--- src/hw/alarm_pkg.sv ---
package alarm_pkg;
	// register byte addresses (printed offsets are not all multiples of four: index * 4)
	localparam logic [3:0] IDX_MIN_ALARM = 4'h7;
	localparam logic [3:0] IDX_HOUR_ALARM = 4'h8;
	localparam logic [3:0] IDX_WDAY_ALARM = 4'h9;
	localparam logic [3:0] IDX_SECOND_ALARM_COMPARE = 4'hc;
	localparam logic [3:0] IDX_EXTENSION = 4'hd;
	localparam logic [3:0] IDX_FLAGS = 4'he;
	localparam logic [3:0] IDX_CONTROL = 4'hf;
	// own registers: running calendar, tick, irq status/mask
	localparam logic [3:0] IDX_CAL_SEC = 4'h0;
	localparam logic [3:0] IDX_CAL_MIN = 4'h1;
	localparam logic [3:0] IDX_CAL_HOUR = 4'h2;
	localparam logic [3:0] IDX_CAL_WEEK = 4'h3;
	localparam logic [3:0] IDX_CAL_DAY = 4'h4;
	localparam logic [3:0] IDX_TICK = 4'h5;
	localparam logic [3:0] IDX_IRQ_STATUS = 4'h6;
	localparam logic [3:0] IDX_IRQ_MASK = 4'ha;
	// field positions
	localparam int MATCH_EXCLUDE_BIT = 7;
	localparam int WEEKDAY_OR_DATE_BIT = 3;
	localparam int ALARM_FLAG_BIT = 3;
	localparam int ALARM_IRQ_EN_BIT = 3;
	localparam int CLOCK_HALT_BIT = 0;
	// reset values
	localparam logic [7:0] ALARM_RESET = 8'h00;
	localparam logic [7:0] CONTROL_RESET = 8'h00;
	localparam logic [7:0] CAL_DAY_RESET = 8'h01;
	localparam logic [7:0] CAL_WEEK_RESET = 8'h01;
	// axi responses
	localparam logic [1:0] RESP_OKAY = 2'b00;
	localparam logic [1:0] RESP_SLVERR = 2'b10;
endpackage

--- src/hw/alarm_interrupt.sv ---
// The implementer's own choice: the AXI4-Lite interface to the registers.
`timescale 1ns/1ps
// Overview of operation
// - match sets alarm flag, drives interrupt low
// - interrupt stays low until software cancels
// - clock halt blocks all alarm events
// - select zero: weekday bit mask compare
// - select one: BCD day-of-month compare
// - week/day exclude: match time only
// - all four excluded: event every second
// - writing current time gives no event
// - flag sticky, write zero clears, one ignored
// - clearing flag releases interrupt pin
// - enable gates pin low, zero releases
// - enable gates pin only, flag kept
// - BCD compare registers with exclude bit 7
// - exclude bit removes field from compare
module alarm_interrupt
	import alarm_pkg::*;
(
	// clock and reset
	input wire logic aclk,
	input wire logic aresetn,
	// axi4-lite write address
	input wire logic [5:0] s_axi_awaddr,
	input wire logic s_axi_awvalid,
	output logic s_axi_awready,
	// axi4-lite write data
	input wire logic [31:0] s_axi_wdata,
	input wire logic [3:0] s_axi_wstrb,
	input wire logic s_axi_wvalid,
	output logic s_axi_wready,
	// axi4-lite write response
	output logic [1:0] s_axi_bresp,
	output logic s_axi_bvalid,
	input wire logic s_axi_bready,
	// axi4-lite read address
	input wire logic [5:0] s_axi_araddr,
	input wire logic s_axi_arvalid,
	output logic s_axi_arready,
	// axi4-lite read data
	output logic [31:0] s_axi_rdata,
	output logic [1:0] s_axi_rresp,
	output logic s_axi_rvalid,
	input wire logic s_axi_rready,
	// one-second calendar tick
	input wire logic second_tick,
	// other interrupt sources sharing the pin (already enabled)
	input wire logic other_irq,
	// open-drain interrupt pin
	input wire logic int_n_in,
	output logic int_n_out,
	output logic int_n_oe,
	// level interrupt to the system
	output logic irq
);
	import alarm_pkg::*;

	// ==========================================================
	// register state
	logic [7:0] second_alarm_compare;
	logic [7:0] min_alarm;
	logic [7:0] hour_alarm;
	logic [7:0] wday_alarm;
	logic [7:0] extension;
	logic [7:0] control;
	logic alarm_event_flag;
	logic [7:0] cal_sec;
	logic [7:0] cal_min;
	logic [7:0] cal_hour;
	logic [6:0] cal_week;
	logic [7:0] cal_day;
	logic advanced;
	logic irq_status;
	logic irq_mask;
	logic prev_match;

	// ==========================================================
	// axi write channel
	logic aw_held;
	logic w_held;
	logic [3:0] aw_idx;
	logic [7:0] w_byte;
	logic w_lane0;

	assign s_axi_awready = !aw_held && !s_axi_bvalid;
	assign s_axi_wready = !w_held && !s_axi_bvalid;

	wire aw_take = s_axi_awvalid && s_axi_awready;
	wire w_take = s_axi_wvalid && s_axi_wready;
	wire aw_have = aw_held || aw_take;
	wire w_have = w_held || w_take;
	wire do_write = aw_have && w_have && !s_axi_bvalid;
	wire [3:0] wr_idx = aw_held ? aw_idx : s_axi_awaddr[5:2];
	wire [7:0] wr_byte = w_held ? w_byte : s_axi_wdata[7:0];
	wire wr_lane0 = w_held ? w_lane0 : s_axi_wstrb[0];
	wire wr_en = do_write && wr_lane0;

	// address decode of the write
	wire wr_known = (wr_idx == IDX_MIN_ALARM) || (wr_idx == IDX_HOUR_ALARM) ||
		(wr_idx == IDX_WDAY_ALARM) || (wr_idx == IDX_SECOND_ALARM_COMPARE) ||
		(wr_idx == IDX_EXTENSION) || (wr_idx == IDX_FLAGS) ||
		(wr_idx == IDX_CONTROL) || (wr_idx == IDX_CAL_SEC) ||
		(wr_idx == IDX_CAL_MIN) || (wr_idx == IDX_CAL_HOUR) ||
		(wr_idx == IDX_CAL_WEEK) || (wr_idx == IDX_CAL_DAY) ||
		(wr_idx == IDX_TICK) || (wr_idx == IDX_IRQ_STATUS) ||
		(wr_idx == IDX_IRQ_MASK);
	wire wr_sel_flags = wr_en && (wr_idx == IDX_FLAGS);
	wire wr_sel_cal = wr_en && ((wr_idx == IDX_CAL_SEC) || (wr_idx == IDX_CAL_MIN) ||
		(wr_idx == IDX_CAL_HOUR) || (wr_idx == IDX_CAL_WEEK) || (wr_idx == IDX_CAL_DAY));

	// capture address and data, issue response
	always_ff @(posedge aclk)
	begin
		if (!aresetn)
		begin
			aw_held <= 1'b0;
			w_held <= 1'b0;
			aw_idx <= 4'h0;
			w_byte <= 8'h00;
			w_lane0 <= 1'b0;
			s_axi_bvalid <= 1'b0;
			s_axi_bresp <= RESP_OKAY;
		end
		else
		begin
			if (do_write)
			begin
				aw_held <= 1'b0;
				w_held <= 1'b0;
				s_axi_bvalid <= 1'b1;
				s_axi_bresp <= wr_known ? RESP_OKAY : RESP_SLVERR;
			end
			else
			begin
				if (aw_take)
				begin
					aw_held <= 1'b1;
					aw_idx <= s_axi_awaddr[5:2];
				end
				if (w_take)
				begin
					w_held <= 1'b1;
					w_byte <= s_axi_wdata[7:0];
					w_lane0 <= s_axi_wstrb[0];
				end
				if (s_axi_bvalid && s_axi_bready)
					s_axi_bvalid <= 1'b0;
			end
		end
	end

	// ==========================================================
	// software-written registers
	always_ff @(posedge aclk)
	begin
		if (!aresetn)
		begin
			second_alarm_compare <= ALARM_RESET;
			min_alarm <= ALARM_RESET;
			hour_alarm <= ALARM_RESET;
			wday_alarm <= ALARM_RESET;
			extension <= ALARM_RESET;
			control <= CONTROL_RESET;
			irq_mask <= 1'b0;
		end
		else if (wr_en)
		begin
			if (wr_idx == IDX_SECOND_ALARM_COMPARE)
				second_alarm_compare <= wr_byte;
			if (wr_idx == IDX_MIN_ALARM)
				min_alarm <= wr_byte;
			if (wr_idx == IDX_HOUR_ALARM)
				hour_alarm <= wr_byte;
			if (wr_idx == IDX_WDAY_ALARM)
				wday_alarm <= wr_byte;
			if (wr_idx == IDX_EXTENSION)
				extension <= wr_byte;
			if (wr_idx == IDX_CONTROL)
				control <= wr_byte;
			if (wr_idx == IDX_IRQ_MASK)
				irq_mask <= wr_byte[0];
		end
	end

	// ==========================================================
	// running calendar, loaded by software, advanced by tick
	wire tick = second_tick || (wr_en && (wr_idx == IDX_TICK) && wr_byte[0]);
	wire halted = control[CLOCK_HALT_BIT];
	wire advance = tick && !halted && !wr_sel_cal;

	// bcd increment with wrap at limit
	function automatic logic [7:0] bcd_inc(input logic [7:0] v, input logic [7:0] last,
		input logic [7:0] first);
		logic [7:0] r;
		r = 8'h00;
		if (v == last)
			r = first;
		else if (v[3:0] == 4'h9)
			r = {v[7:4] + 4'h1, 4'h0};
		else
			r = {v[7:4], v[3:0] + 4'h1};
		return r;
	endfunction

	wire sec_wrap = (cal_sec == 8'h59);
	wire min_wrap = sec_wrap && (cal_min == 8'h59);
	wire hour_wrap = min_wrap && (cal_hour == 8'h23);

	always_ff @(posedge aclk)
	begin
		if (!aresetn)
		begin
			cal_sec <= 8'h00;
			cal_min <= 8'h00;
			cal_hour <= 8'h00;
			cal_week <= CAL_WEEK_RESET[6:0];
			cal_day <= CAL_DAY_RESET;
		end
		else if (wr_sel_cal)
		begin
			if (wr_idx == IDX_CAL_SEC)
				cal_sec <= wr_byte;
			if (wr_idx == IDX_CAL_MIN)
				cal_min <= wr_byte;
			if (wr_idx == IDX_CAL_HOUR)
				cal_hour <= wr_byte;
			if (wr_idx == IDX_CAL_WEEK)
				cal_week <= wr_byte[6:0];
			if (wr_idx == IDX_CAL_DAY)
				cal_day <= wr_byte;
		end
		else if (advance)
		begin
			cal_sec <= bcd_inc(cal_sec, 8'h59, 8'h00);
			if (sec_wrap)
				cal_min <= bcd_inc(cal_min, 8'h59, 8'h00);
			if (min_wrap)
				cal_hour <= bcd_inc(cal_hour, 8'h23, 8'h00);
			if (hour_wrap)
			begin
				cal_week <= {cal_week[5:0], cal_week[6]};
				cal_day <= bcd_inc(cal_day, 8'h31, 8'h01);
			end
		end
	end

	// ==========================================================
	// alarm compare; excluded fields always match
	wire sec_hit = second_alarm_compare[MATCH_EXCLUDE_BIT] || (second_alarm_compare[6:0] == cal_sec[6:0]);
	wire min_hit = min_alarm[MATCH_EXCLUDE_BIT] || (min_alarm[6:0] == cal_min[6:0]);
	wire hour_hit = hour_alarm[MATCH_EXCLUDE_BIT] || (hour_alarm[5:0] == cal_hour[5:0]);
	wire week_hit = |(wday_alarm[6:0] & cal_week);
	wire day_hit = (wday_alarm[5:0] == cal_day[5:0]);
	wire wday_hit = wday_alarm[MATCH_EXCLUDE_BIT] ||
		(extension[WEEKDAY_OR_DATE_BIT] ? day_hit : week_hit);
	wire match_now = sec_hit && min_hit && hour_hit && wday_hit;
	wire all_excluded = second_alarm_compare[MATCH_EXCLUDE_BIT] && min_alarm[MATCH_EXCLUDE_BIT] &&
		hour_alarm[MATCH_EXCLUDE_BIT] && wday_alarm[MATCH_EXCLUDE_BIT];

	// compare one cycle after the advance, against the time just entered
	wire alarm_event = advanced && !halted &&
		(all_excluded || (match_now && !prev_match));

	// match state kept per advance only, so writes other than to the tick register never raise an event
	always_ff @(posedge aclk)
	begin
		advanced <= aresetn && advance;
		if (!aresetn)
			prev_match <= 1'b0;
		else if (advanced)
			prev_match <= match_now;
	end

	// ==========================================================
	// sticky flag, set wins over clear
	wire flag_clear = wr_sel_flags && !wr_byte[ALARM_FLAG_BIT];
	always_ff @(posedge aclk)
	begin
		if (!aresetn)
			alarm_event_flag <= 1'b0;
		else if (alarm_event)
			alarm_event_flag <= 1'b1;
		else if (flag_clear)
			alarm_event_flag <= 1'b0;
	end

	// open-drain pin: low while enabled flag or another source is active
	wire alarm_irq_enable = control[ALARM_IRQ_EN_BIT];
	wire pull_low = (alarm_event_flag && alarm_irq_enable) || other_irq;
	assign int_n_out = 1'b0;
	assign int_n_oe = pull_low;

	// ==========================================================
	// system interrupt: sticky status, write one clears
	wire status_clear = wr_en && (wr_idx == IDX_IRQ_STATUS) && wr_byte[0];
	always_ff @(posedge aclk)
	begin
		if (!aresetn)
			irq_status <= 1'b0;
		else if (alarm_event)
			irq_status <= 1'b1;
		else if (status_clear)
			irq_status <= 1'b0;
	end
	assign irq = irq_status && irq_mask;

	// ==========================================================
	// axi read channel
	assign s_axi_arready = !s_axi_rvalid;
	wire [3:0] rd_idx = s_axi_araddr[5:2];
	logic [7:0] rd_byte;
	logic rd_ok;
	always_comb
	begin
		rd_ok = 1'b1;
		case (rd_idx)
			IDX_SECOND_ALARM_COMPARE: rd_byte = second_alarm_compare;
			IDX_MIN_ALARM: rd_byte = min_alarm;
			IDX_HOUR_ALARM: rd_byte = hour_alarm;
			IDX_WDAY_ALARM: rd_byte = wday_alarm;
			IDX_EXTENSION: rd_byte = extension;
			IDX_FLAGS: rd_byte = {4'h0, alarm_event_flag, 3'b000};
			IDX_CONTROL: rd_byte = control;
			IDX_CAL_SEC: rd_byte = cal_sec;
			IDX_CAL_MIN: rd_byte = cal_min;
			IDX_CAL_HOUR: rd_byte = cal_hour;
			IDX_CAL_WEEK: rd_byte = {1'b0, cal_week};
			IDX_CAL_DAY: rd_byte = cal_day;
			IDX_TICK: rd_byte = {7'h00, !int_n_in};
			IDX_IRQ_STATUS: rd_byte = {7'h00, irq_status};
			IDX_IRQ_MASK: rd_byte = {7'h00, irq_mask};
			default:
			begin
				rd_byte = 8'h00;
				rd_ok = 1'b0;
			end
		endcase
	end

	always_ff @(posedge aclk)
	begin
		if (!aresetn)
		begin
			s_axi_rvalid <= 1'b0;
			s_axi_rdata <= 32'h00000000;
			s_axi_rresp <= RESP_OKAY;
		end
		else if (s_axi_arvalid && s_axi_arready)
		begin
			s_axi_rvalid <= 1'b1;
			s_axi_rdata <= {24'h000000, rd_byte};
			s_axi_rresp <= rd_ok ? RESP_OKAY : RESP_SLVERR;
		end
		else if (s_axi_rready)
			s_axi_rvalid <= 1'b0;
	end
endmodule

--- config.mk ---
export PLATFORM = sky130hd
export DESIGN_NAME = alarm_interrupt
export DESIGN_NICKNAME = d
export VERILOG_FILES = /design/src/hw/alarm_pkg.sv /design/src/hw/alarm_interrupt.sv
export SDC_FILE = /design/constraint.sdc
export NUM_CORES = 1
export LEC_CHECK = 0
export BUFFER_PORTS_ARGS = -buffer_cell sky130_fd_sc_hd__buf_4
export CAP_MARGIN = 20
export CORE_MARGIN = 5
export CORE_UTILIZATION = 37
export CTS_CLUSTER_SIZE = 16
export DETAILED_ROUTE_END_ITERATION = 10
export GPL_TIMING_DRIVEN = 0
export MAX_ROUTING_LAYER = met4
export PLACE_DENSITY = 0.62
export SYNTH_ARGS = -nofsm -noshare
export SYNTH_HDL_FRONTEND = slang
export SYNTH_SLANG_ARGS = --single-unit
--- constraint.sdc ---
create_clock -name aclk -period 2.78 [get_ports aclk]
set_clock_uncertainty 0.2 [all_clocks]
set_input_delay 0.556 -clock aclk [delete_from_list [all_inputs] [get_ports aclk]]
set_output_delay 0.556 -clock aclk [all_outputs]
set_load 0.02 [all_outputs]
# Word level (Yosys, flattened, before mapping)
# Index checks and enable logic that the tools add are counted.
# Widths: inputs -> output; s select.
[totals]
word_cells = 232
out_inout_bits = 44
ff_bits = 121
inputBits = 58
n_memories = 0
latchBits = 0
rom_bits = 0
ramBits = 0
[op_classes]
order_cmp = 0
n_div = 0
muxes = 43
shifts = 0
n_addsub = 8
n_mul = 0
n_eq_ne = 45
reduce_logical = 103
bitwise_logic = 3
[op_table]
columns = ["cell", "n"]
rows = [
  ["$mux 8", 24],
  ["$pmux 8 s15", 1],
  ["$eq 4x4->1 const B", 18],
  ["$add 4x1->4 const B", 8],
  ["$eq 4x3->1 const B", 8],
  ["$logic_and 1x1->1", 32],
  ["$mux 7", 4],
  ["$logic_or 1x1->1", 27],
  ["$reduce_and 2->1", 10],
  ["$eq 4x2->1 const B", 4],
  ["$eq 8x6->1 const B", 2],
  ["$eq 8x7->1 const B", 2],
  ["$reduce_bool 2->1", 8],
  ["$reduce_and 3->1", 5],
  ["$reduce_or 15->1", 1],
  ["$eq 7x7->1", 2],
  ["$eq 6x6->1", 2],
  ["$reduce_and 4->1", 3],
  ["$reduce_bool 3->1", 4],
  ["$mux 1", 11],
  ["$ne 2x1->1 const B", 5],
  ["$logic_not 1->1", 9],
  ["$eq 4x1->1 const B", 2],
  ["$logic_not 4->1", 2],
  ["6 further kinds", 8],
]

# Longest topological paths before layout
# Gate-level depths: netlist of the first run.
[depth]
depth_word = 17
depth_mapped = 10
depth_no_buf = 8

# Worst setup path before layout of the first run
# No wires, ideal clock.
[synth_timing]
kind = "register to register"
startpoint = "reg cal_sec[0]"
endpoint = "reg cal_day[0]"
path_slack_ns = 0.025
path_stages_with_launch = 9
period_less_slack_ns = 2.755
t_arrival_ns = 2.422
setup_time_ns = 0.133
path_cell_list = "dfxtp_1 -> ha_1 -> nand3b_1 -> or4b_1 -> or2_2 -> clkbuf_1 -> o21a_1 -> a2111oi_0 -> o21ai_1"
[synth_between]
elab_chain_len = 5
[synth_lines]
columns = ["item", "line", "text"]
rows = [
  ["start, declared", "alarm_interrupt.sv:68", "logic [7:0] cal_sec;"],
  ["start signal, assigned", "alarm_interrupt.sv:223", "cal_sec <= wr_byte;"],
  ["start signal, assigned", "alarm_interrupt.sv:235", "cal_sec <= bcd_inc(cal_sec, 8'h59, 8'h00);"],
  ["$eq 8x7->1", "alarm_interrupt.sv:206", "wire sec_wrap = (cal_sec == 8'h59);"],
  ["$logic_and 1x1->1", "alarm_interrupt.sv:207", "wire min_wrap = sec_wrap && (cal_min == 8'h59);"],
  ["$logic_and 1x1->1", "alarm_interrupt.sv:208", "wire hour_wrap = min_wrap && (cal_hour == 8'h23);"],
  ["$reduce_bool 2->1 (no source line)", "n/a", ""],
  ["$reduce_and 3->1 (no source line)", "n/a", ""],
  ["end signal, assigned", "alarm_interrupt.sv:231", "cal_day <= wr_byte;"],
  ["end signal, assigned", "alarm_interrupt.sv:243", "cal_day <= bcd_inc(cal_day, 8'h31, 8'h01);"],
  ["end, declared", "alarm_interrupt.sv:72", "logic [7:0] cal_day;"],
]
# Every way passes these cells.
# A chain may end at the register's enable or synchronous reset.

# Worst setup path after layout of the first run
[layout_timing]
startpoint = "reg cal_sec[1]"
endpoint = "reg cal_day[4]"
[layout_between]
elab_chain_len = 5
[layout_lines]
columns = ["item", "line"]
rows = [
  ["$eq 8x7->1", "alarm_interrupt.sv:206"],
  ["$logic_and 1x1->1", "alarm_interrupt.sv:207"],
  ["$logic_and 1x1->1", "alarm_interrupt.sv:208"],
  ["$reduce_bool 2->1 (no source line)", "n/a"],
  ["$reduce_and 4->1 (no source line)", "n/a"],
]
# Every way passes these cells.

==> results of run 1 <==
final cells by class:
class,instances,area [um2],area share
tap,265,332,0.0376
sequential,119,2390,0.271
clock buffer,17,425,0.0483
timing repair buffer,54,403,0.0457
buffer,75,434,0.0493
multi-input combinational,658,4590,0.521
inverter,15,56.3,0.00639
clock inverter,15,178,0.0202
worst max-delay path: stages (launching register included):
cell and delay [ns]:
dfxtp_2 0.37, inv_1 0.09, ha_1 0.19, nand3b_1 0.12, or4b_4 0.58, or2_4 0.31, o21ai_2 0.29, a31oi_1 0.14
a311oi_1 0.28
power by group through the flow:
stage	clock network [mW]	registers (mW)	logic [mW]
detailed placement	0	1.83	0.619
floorplan	0	1.82	0.414
global placement	0	1.83	0.620
CTS	2.33	1.80	0.645
finish	2.30	1.80	0.680
global route	2.41	1.80	0.725
cell usage in the layout (no fill, tap or decap), drive strengths merged, types with 21 or more instances in the layout:
master  instances
conb           27
inv            26
dfxtp         119
clkbuf         52
buf            94
nand3          22
mux2           21
a21oi          48
nand2          52
nor2          104
o21ai          35
mux2i          86
stage by stage:
stage               setup slack [ns]  cell area, um2
global route                 0.00238            8810
global placement              -0.456            7930
CTS                          0.00895            8680
detailed placement            -0.450            7930
finish                         0.102            8810
floorplan                     0.0247            7290
final timing paths:
check	endpoint	slack, ns	cells after the start
max	cal_day[4]	0.10	8
min	s_axi_rvalid	0.12	2
max reg2reg	cal_day[4]	0.10	8
min reg2reg	s_axi_rdata[0]	0.25	2
per-layer routing:
layer	wire (um)	track usage	vias to the layer above
met1	11500	0.328	3311
li1	-	-	3239
met5	0	-	-
met3	2590	0.0583	60
met4	714	0.0691	0
met2	11400	0.352	407
logic make-up after synthesis:
group | synth area share
and+or+nand+nor | 0.190
AOI/OAI and AO/OA | 0.205
DFF | 0.331
muxes | 0.153
buffers and inverters | 0.0637
xor gates and xnor gates | 0.0341
adders and majority gates | 0.0226
other | 0.000522
repair_timing:
action,CTS,global route
cloned,0,1
gates resized for setup,27,32
hold buffers,0,0
endpoints found under the setup margin,75,59
buffers inserted,6,6
pin swaps,4,6
==> impl_results.md, run 1 <==
- Initial antenna violation count: 0
- CTS tree: done
- Cell taking the most area after synthesis: dfxtp_1
- Async SR Flop Fraction: 0
- Top-count cell post-synth: dfxtp_1
- Routed WL: 26100 um
- Slew @ Worst Pin: between 1 and 1.5 ns
- Yosys reg bits: 119
- Syn-to-layout area delta: 22.6%
- Post-DRT Antenna Nets: 0
- DR vias: approximately 7000
- Critical path capture point type: flop
- Post-detailed-route wirelength per cell: around 21 um
- RSZ-0062 raised after global routing: no
- Root buffer cell: clkbuf_16
- Max_slew headroom: 0.285
- Chip width: 149 um
- All-Layer GR Usage: 0.240
- Number of global-route vias before repair: between 6000 and 7000
- Leak: between 3 and 4 nW
- Maximum root-to-sink buffer count: 2
- P_sw: 1.43 mW
- Ant diodes: 0
- Top-area cell type share of the netlist area: 0.331
- CP max FO: 7
- Critical Path AT: 2.80 ns
- Final clock period utilization by the worst path: 0.963
- H-tree levels: 4
- Share of layout cells above drive strength 1: 0.204
- Global-route wire length before repair: approximately 39000 um
- Max-cap viol count: 0
- Full die area: between 20000 and 25000 um2
- Status: finished, final reports clean
- Fill cell count: 1946
- Synth area leaders: dfxtp_1 (33%), mux2i_1 (12%), nor2_1 (5.3%)
- Internal: ~3.3 mW
- I/O pins: just over 100
- Seq/Total Area, Yosys: 0.331
- Vias per cell: between 5 and 6
- Final HPWL DP: ~19000 um
- Clk_lat worst skew: approximately 0.43 ns
- Number of core rows: between 50 and 60
- Setup Viol. Count Final: 0
- Overall Power: 4.78 mW
- Core Util, Final: 0.457
- Grt total ovfl: 0
- CTS clk-pin slew, worst paths: approximately 0.060 ns
- Commonest cells in the synthesized netlist: dfxtp_1 (119), nor2_1 (102), mux2i_1 (86), nand2_1 (52), a21oi_1 (48)
- CTS buffer count: 17
- Period minus WS final: 2.68 ns
- Kind of critical path: reg -> reg
- Clk sink count: around 120
- CP Launch Point: cal_sec[1]
- Netlist Area Pre-Place: between 7000 and 8000 um2
- Worst hold margin: ~0.12 ns
- Port Buf Inserts: a little over 40
- Post-Place Cells: 1174
- DRT iter0 DRCs: ~860
- Die height: 149 um
- Final hold viol count: 0
- Largest net degree at the start of global routing: 17
- Post-route non-filler standard cell count: approximately 1200
- Type of origin of the critical path: flop
- Post-synth EDFFs: 0
- Final net count: 1011
- Worst R2R Start: cal_sec[1]
- Starting Density: 0.373
- DRT Pass-1 Iters: 5
- Worst Path Required: just under 3 ns
- Setup TNS: 0 ns
- Syn Inst Count: ~840
- Part of the power in registers: 0.376
- Tightest Hold Check Type: in -> reg
- Cell variety after synth: 74
- Final slew viol count: 0
- GPL Wtd Cong: 0.985
- Clock power share: 0.482
- Syn. warnings: 0
- Total core area: ~19000 um2
- Fmax achieved: between 0.3 and 0.4 GHz
- Pwr Density: 543 nW/um2
- Combinational Power Share: 0.142
- Worst VDD drop: 0.499 mV
- Top FF cell, synth: dfxtp_1
- Worst hold start: s_axi_rready
- Drc violations: 0
- Syn_area_per_cell: between 8 and 9 um2
- Net Sw Frac: 0.299
Power figures use the tool's default switching activity.
==> inputs of run 2 (changes only) <==
CELL_PAD_IN_SITES_DETAIL_PLACEMENT = 0   (was not set)
CELL_PAD_IN_SITES_GLOBAL_PLACEMENT = 1   (was not set)
PLACE_DENSITY = 0.77   (was 0.62)
==> impl_results.md, run 2 (synthesized netlist as in run 1, its figures left out) <==
- Status: finished, final reports clean
- Grt total ovfl: 0
- Max_slew headroom: 0.364
- Worst hold margin: between 0.09 and 0.1 ns
- Routed WL: about 26000 um
- Hold_buf cts: 0
- Period minus WS final: around 2.8 ns
- DRT iter0 DRCs: 770
- Share of layout cells above drive strength 1: 0.207
- CP max FO: 10
- Critical Path AT: 2.88 ns
- Worst reg-to-reg setup slack: between 0.015 and 0.02 ns
- Final clock period utilization by the worst path: 0.994
- DRT Pass-1 Iters: 5
- Worst VDD drop: approximately 0.27 mV
- CTS buffer count: 17
- Root buffer cell: clkbuf_16
- Chip width: about 150 um
- Pwr Density: about 540 nW/um2
- Maximum root-to-sink buffer count: 2
- Worst Path Required: approximately 2.9 ns
- Worst R2R Start: aw_held
- Number of core rows: 51
- Post-detailed-route wirelength per cell: ~22 um
- Placed cell area: roughly 7900 um2
- All-Layer GR Usage: 0.240
- Critical path capture point type: flop
- Initial antenna violation count: 0
- Vias per cell: ~5.7
- Clk sink count: 119
- WHS Endpoint: s_axi_rvalid
- Worst slack at placement: -0.514 ns
- Full die area: 22300 um2
- Setup Viol. Count Final: 0
- Final worst-path setup slack: around 0.017 ns
- Clk_lat worst skew: approximately 0.43 ns
- Number of global-route vias before repair: 6408
- Max-cap viol count: 0
- CP peak stage delay: around 0.50 ns
- Drc violations: 0
- Setup TNS: 0 ns
- WHS Path Cells: 2
- Type of origin of the critical path: flop
- Final net count: between 1000 and 1500
- Largest net degree at the start of global routing: 17
- Slew @ Worst Pin: approximately 0.93 ns
- Final slew viol count: 0
- RSZ-0062 raised after global routing: yes
- Final Cell Area: about 8800 um2
- Starting Density: 0.373
- Kind of critical path: reg -> reg
- I/O pins: between 100 and 150
- CTS clk-pin slew, worst paths: 0.06 ns
- Worst reg-to-reg path cell count: 8
- Worst hold start: s_axi_rready
- Fmax achieved: 0.362 GHz
- Port Buf Inserts: about 40
- Global-route wire length before repair: between 30000 and 40000 um
- Worst Path Buf+Inv: 2
- Final hold viol count: 0
- Cell family with most CP delay: compound AO/OA/AOI/OAI gates
- Worst reg2reg endpoint: cal_min[6]
- Most frequent cells in the layout: dfxtp_1 (116), nor2_1 (101), mux2i_1 (84)
- Leak: 3.77 nW
- CTS tree: done
- Slowest stage cell, crit path: or3b_2
- Final HPWL DP: about 19000 um
- DR vias: 6956
- Crit path cell chain: buf_6 -> or3b_2 -> a211oi_4 -> a31oi_4 -> buf_6 -> a211oi_4 -> o21ai_1 -> a32o_1
- Commonest non-fill, non-tap cell in the layout: dfxtp_1
- GPL Wtd Cong: slightly below 1
- Post-DRT Antenna Nets: 0
- Core Util, Final: 0.458
- Total core area: between 15000 and 20000 um2
- H-tree levels: 4
- Syn-to-layout area delta: 22.9%
- Ant diodes: 0
- Die height: roughly 150 um
- Tightest Hold Check Type: in -> reg
## run 2: changes by cell type in the layout (fill, tap and decap cells not counted), sizes merged
cell,change
clkinv,+5
inv,-5
buf,-1
clkbuf,+1
## run 2: area by class of cell
| type | count | area (um2) |
|---|---|---|
| multi-input combinational | 658 | 4610 |
| tap | 265 | 332 |
| sequential | 119 | 2390 |
| fill | 1924 | 10400 |
| inverter | 15 | 56.3 |
| clock buffer | 17 | 425 |
| timing repair buffer | 54 | 405 |
| buffer | 75 | 445 |
| clock inverter | 15 | 169 |
## run 2: timing repair
item,in CTS,in global routing
buffers inserted,5,7
cloned,1,0
setup endpoints to repair,49,85
pin swaps,4,2
gates resized for setup,26,40
## run 2: how the worst max path moves through the flow
| stage | startpoint | end | slack (ns) | depth (start not counted) |
|---|---|---|---|---|
| 3_5_place_dp | s_axi_wdata[0] | cal_day[6] | -0.51 | 8 |
| 2_1_floorplan | cal_sec[0] | cal_day[0] | 0.02 | 8 |
| 3_3_place_gp | s_axi_wdata[0] | cal_day[6] | -0.50 | 8 |
| 5_1_grt | cal_sec[1] | cal_day[0] | -0.08 | 8 |
| 6_report | aw_held | cal_min[6] | 0.02 | 8 |
| 4_1_cts | cal_sec[1] | cal_day[0] | -0.0002 | 8 |
## run 2: per-layer routing
layer,wire [um],global-route usage,up-vias,share of wire
li1,-,-,3240,-
met1,11400,0.327,3309,0.43
met2,11600,0.356,345,0.44
met3,2350,0.0386,62,0.089
met4,877,0.0947,0,0.033
met5,0,-,-,0
## run 2: stage by stage
stage,total power [mW],cells
floorplan,2.23,868
global placement,2.46,1174
detailed placement,2.46,1174
CTS,4.72,1211
global route,4.89,1218
finish,4.74,1218
## run 2: where the power goes
part | internal, mW | switching [mW] | total (mW)
Sequential | 1.75 | 0.0501 | 1.80
Clock | 1.34 | 0.915 | 2.25
Combinational | 0.247 | 0.441 | 0.688
Total | 3.33 | 1.41 | 4.74
## run 2: worst reg2reg max path, delay by kind of cell, from the launching register on
| kind | cells | cell delay [ns] |
|---|---|---|
| flops | 1 | 0.30 |
| simple gates | 1 | 0.51 |
| buf+inv | 2 | 0.33 |
| compound gates | 5 | 1.33 |
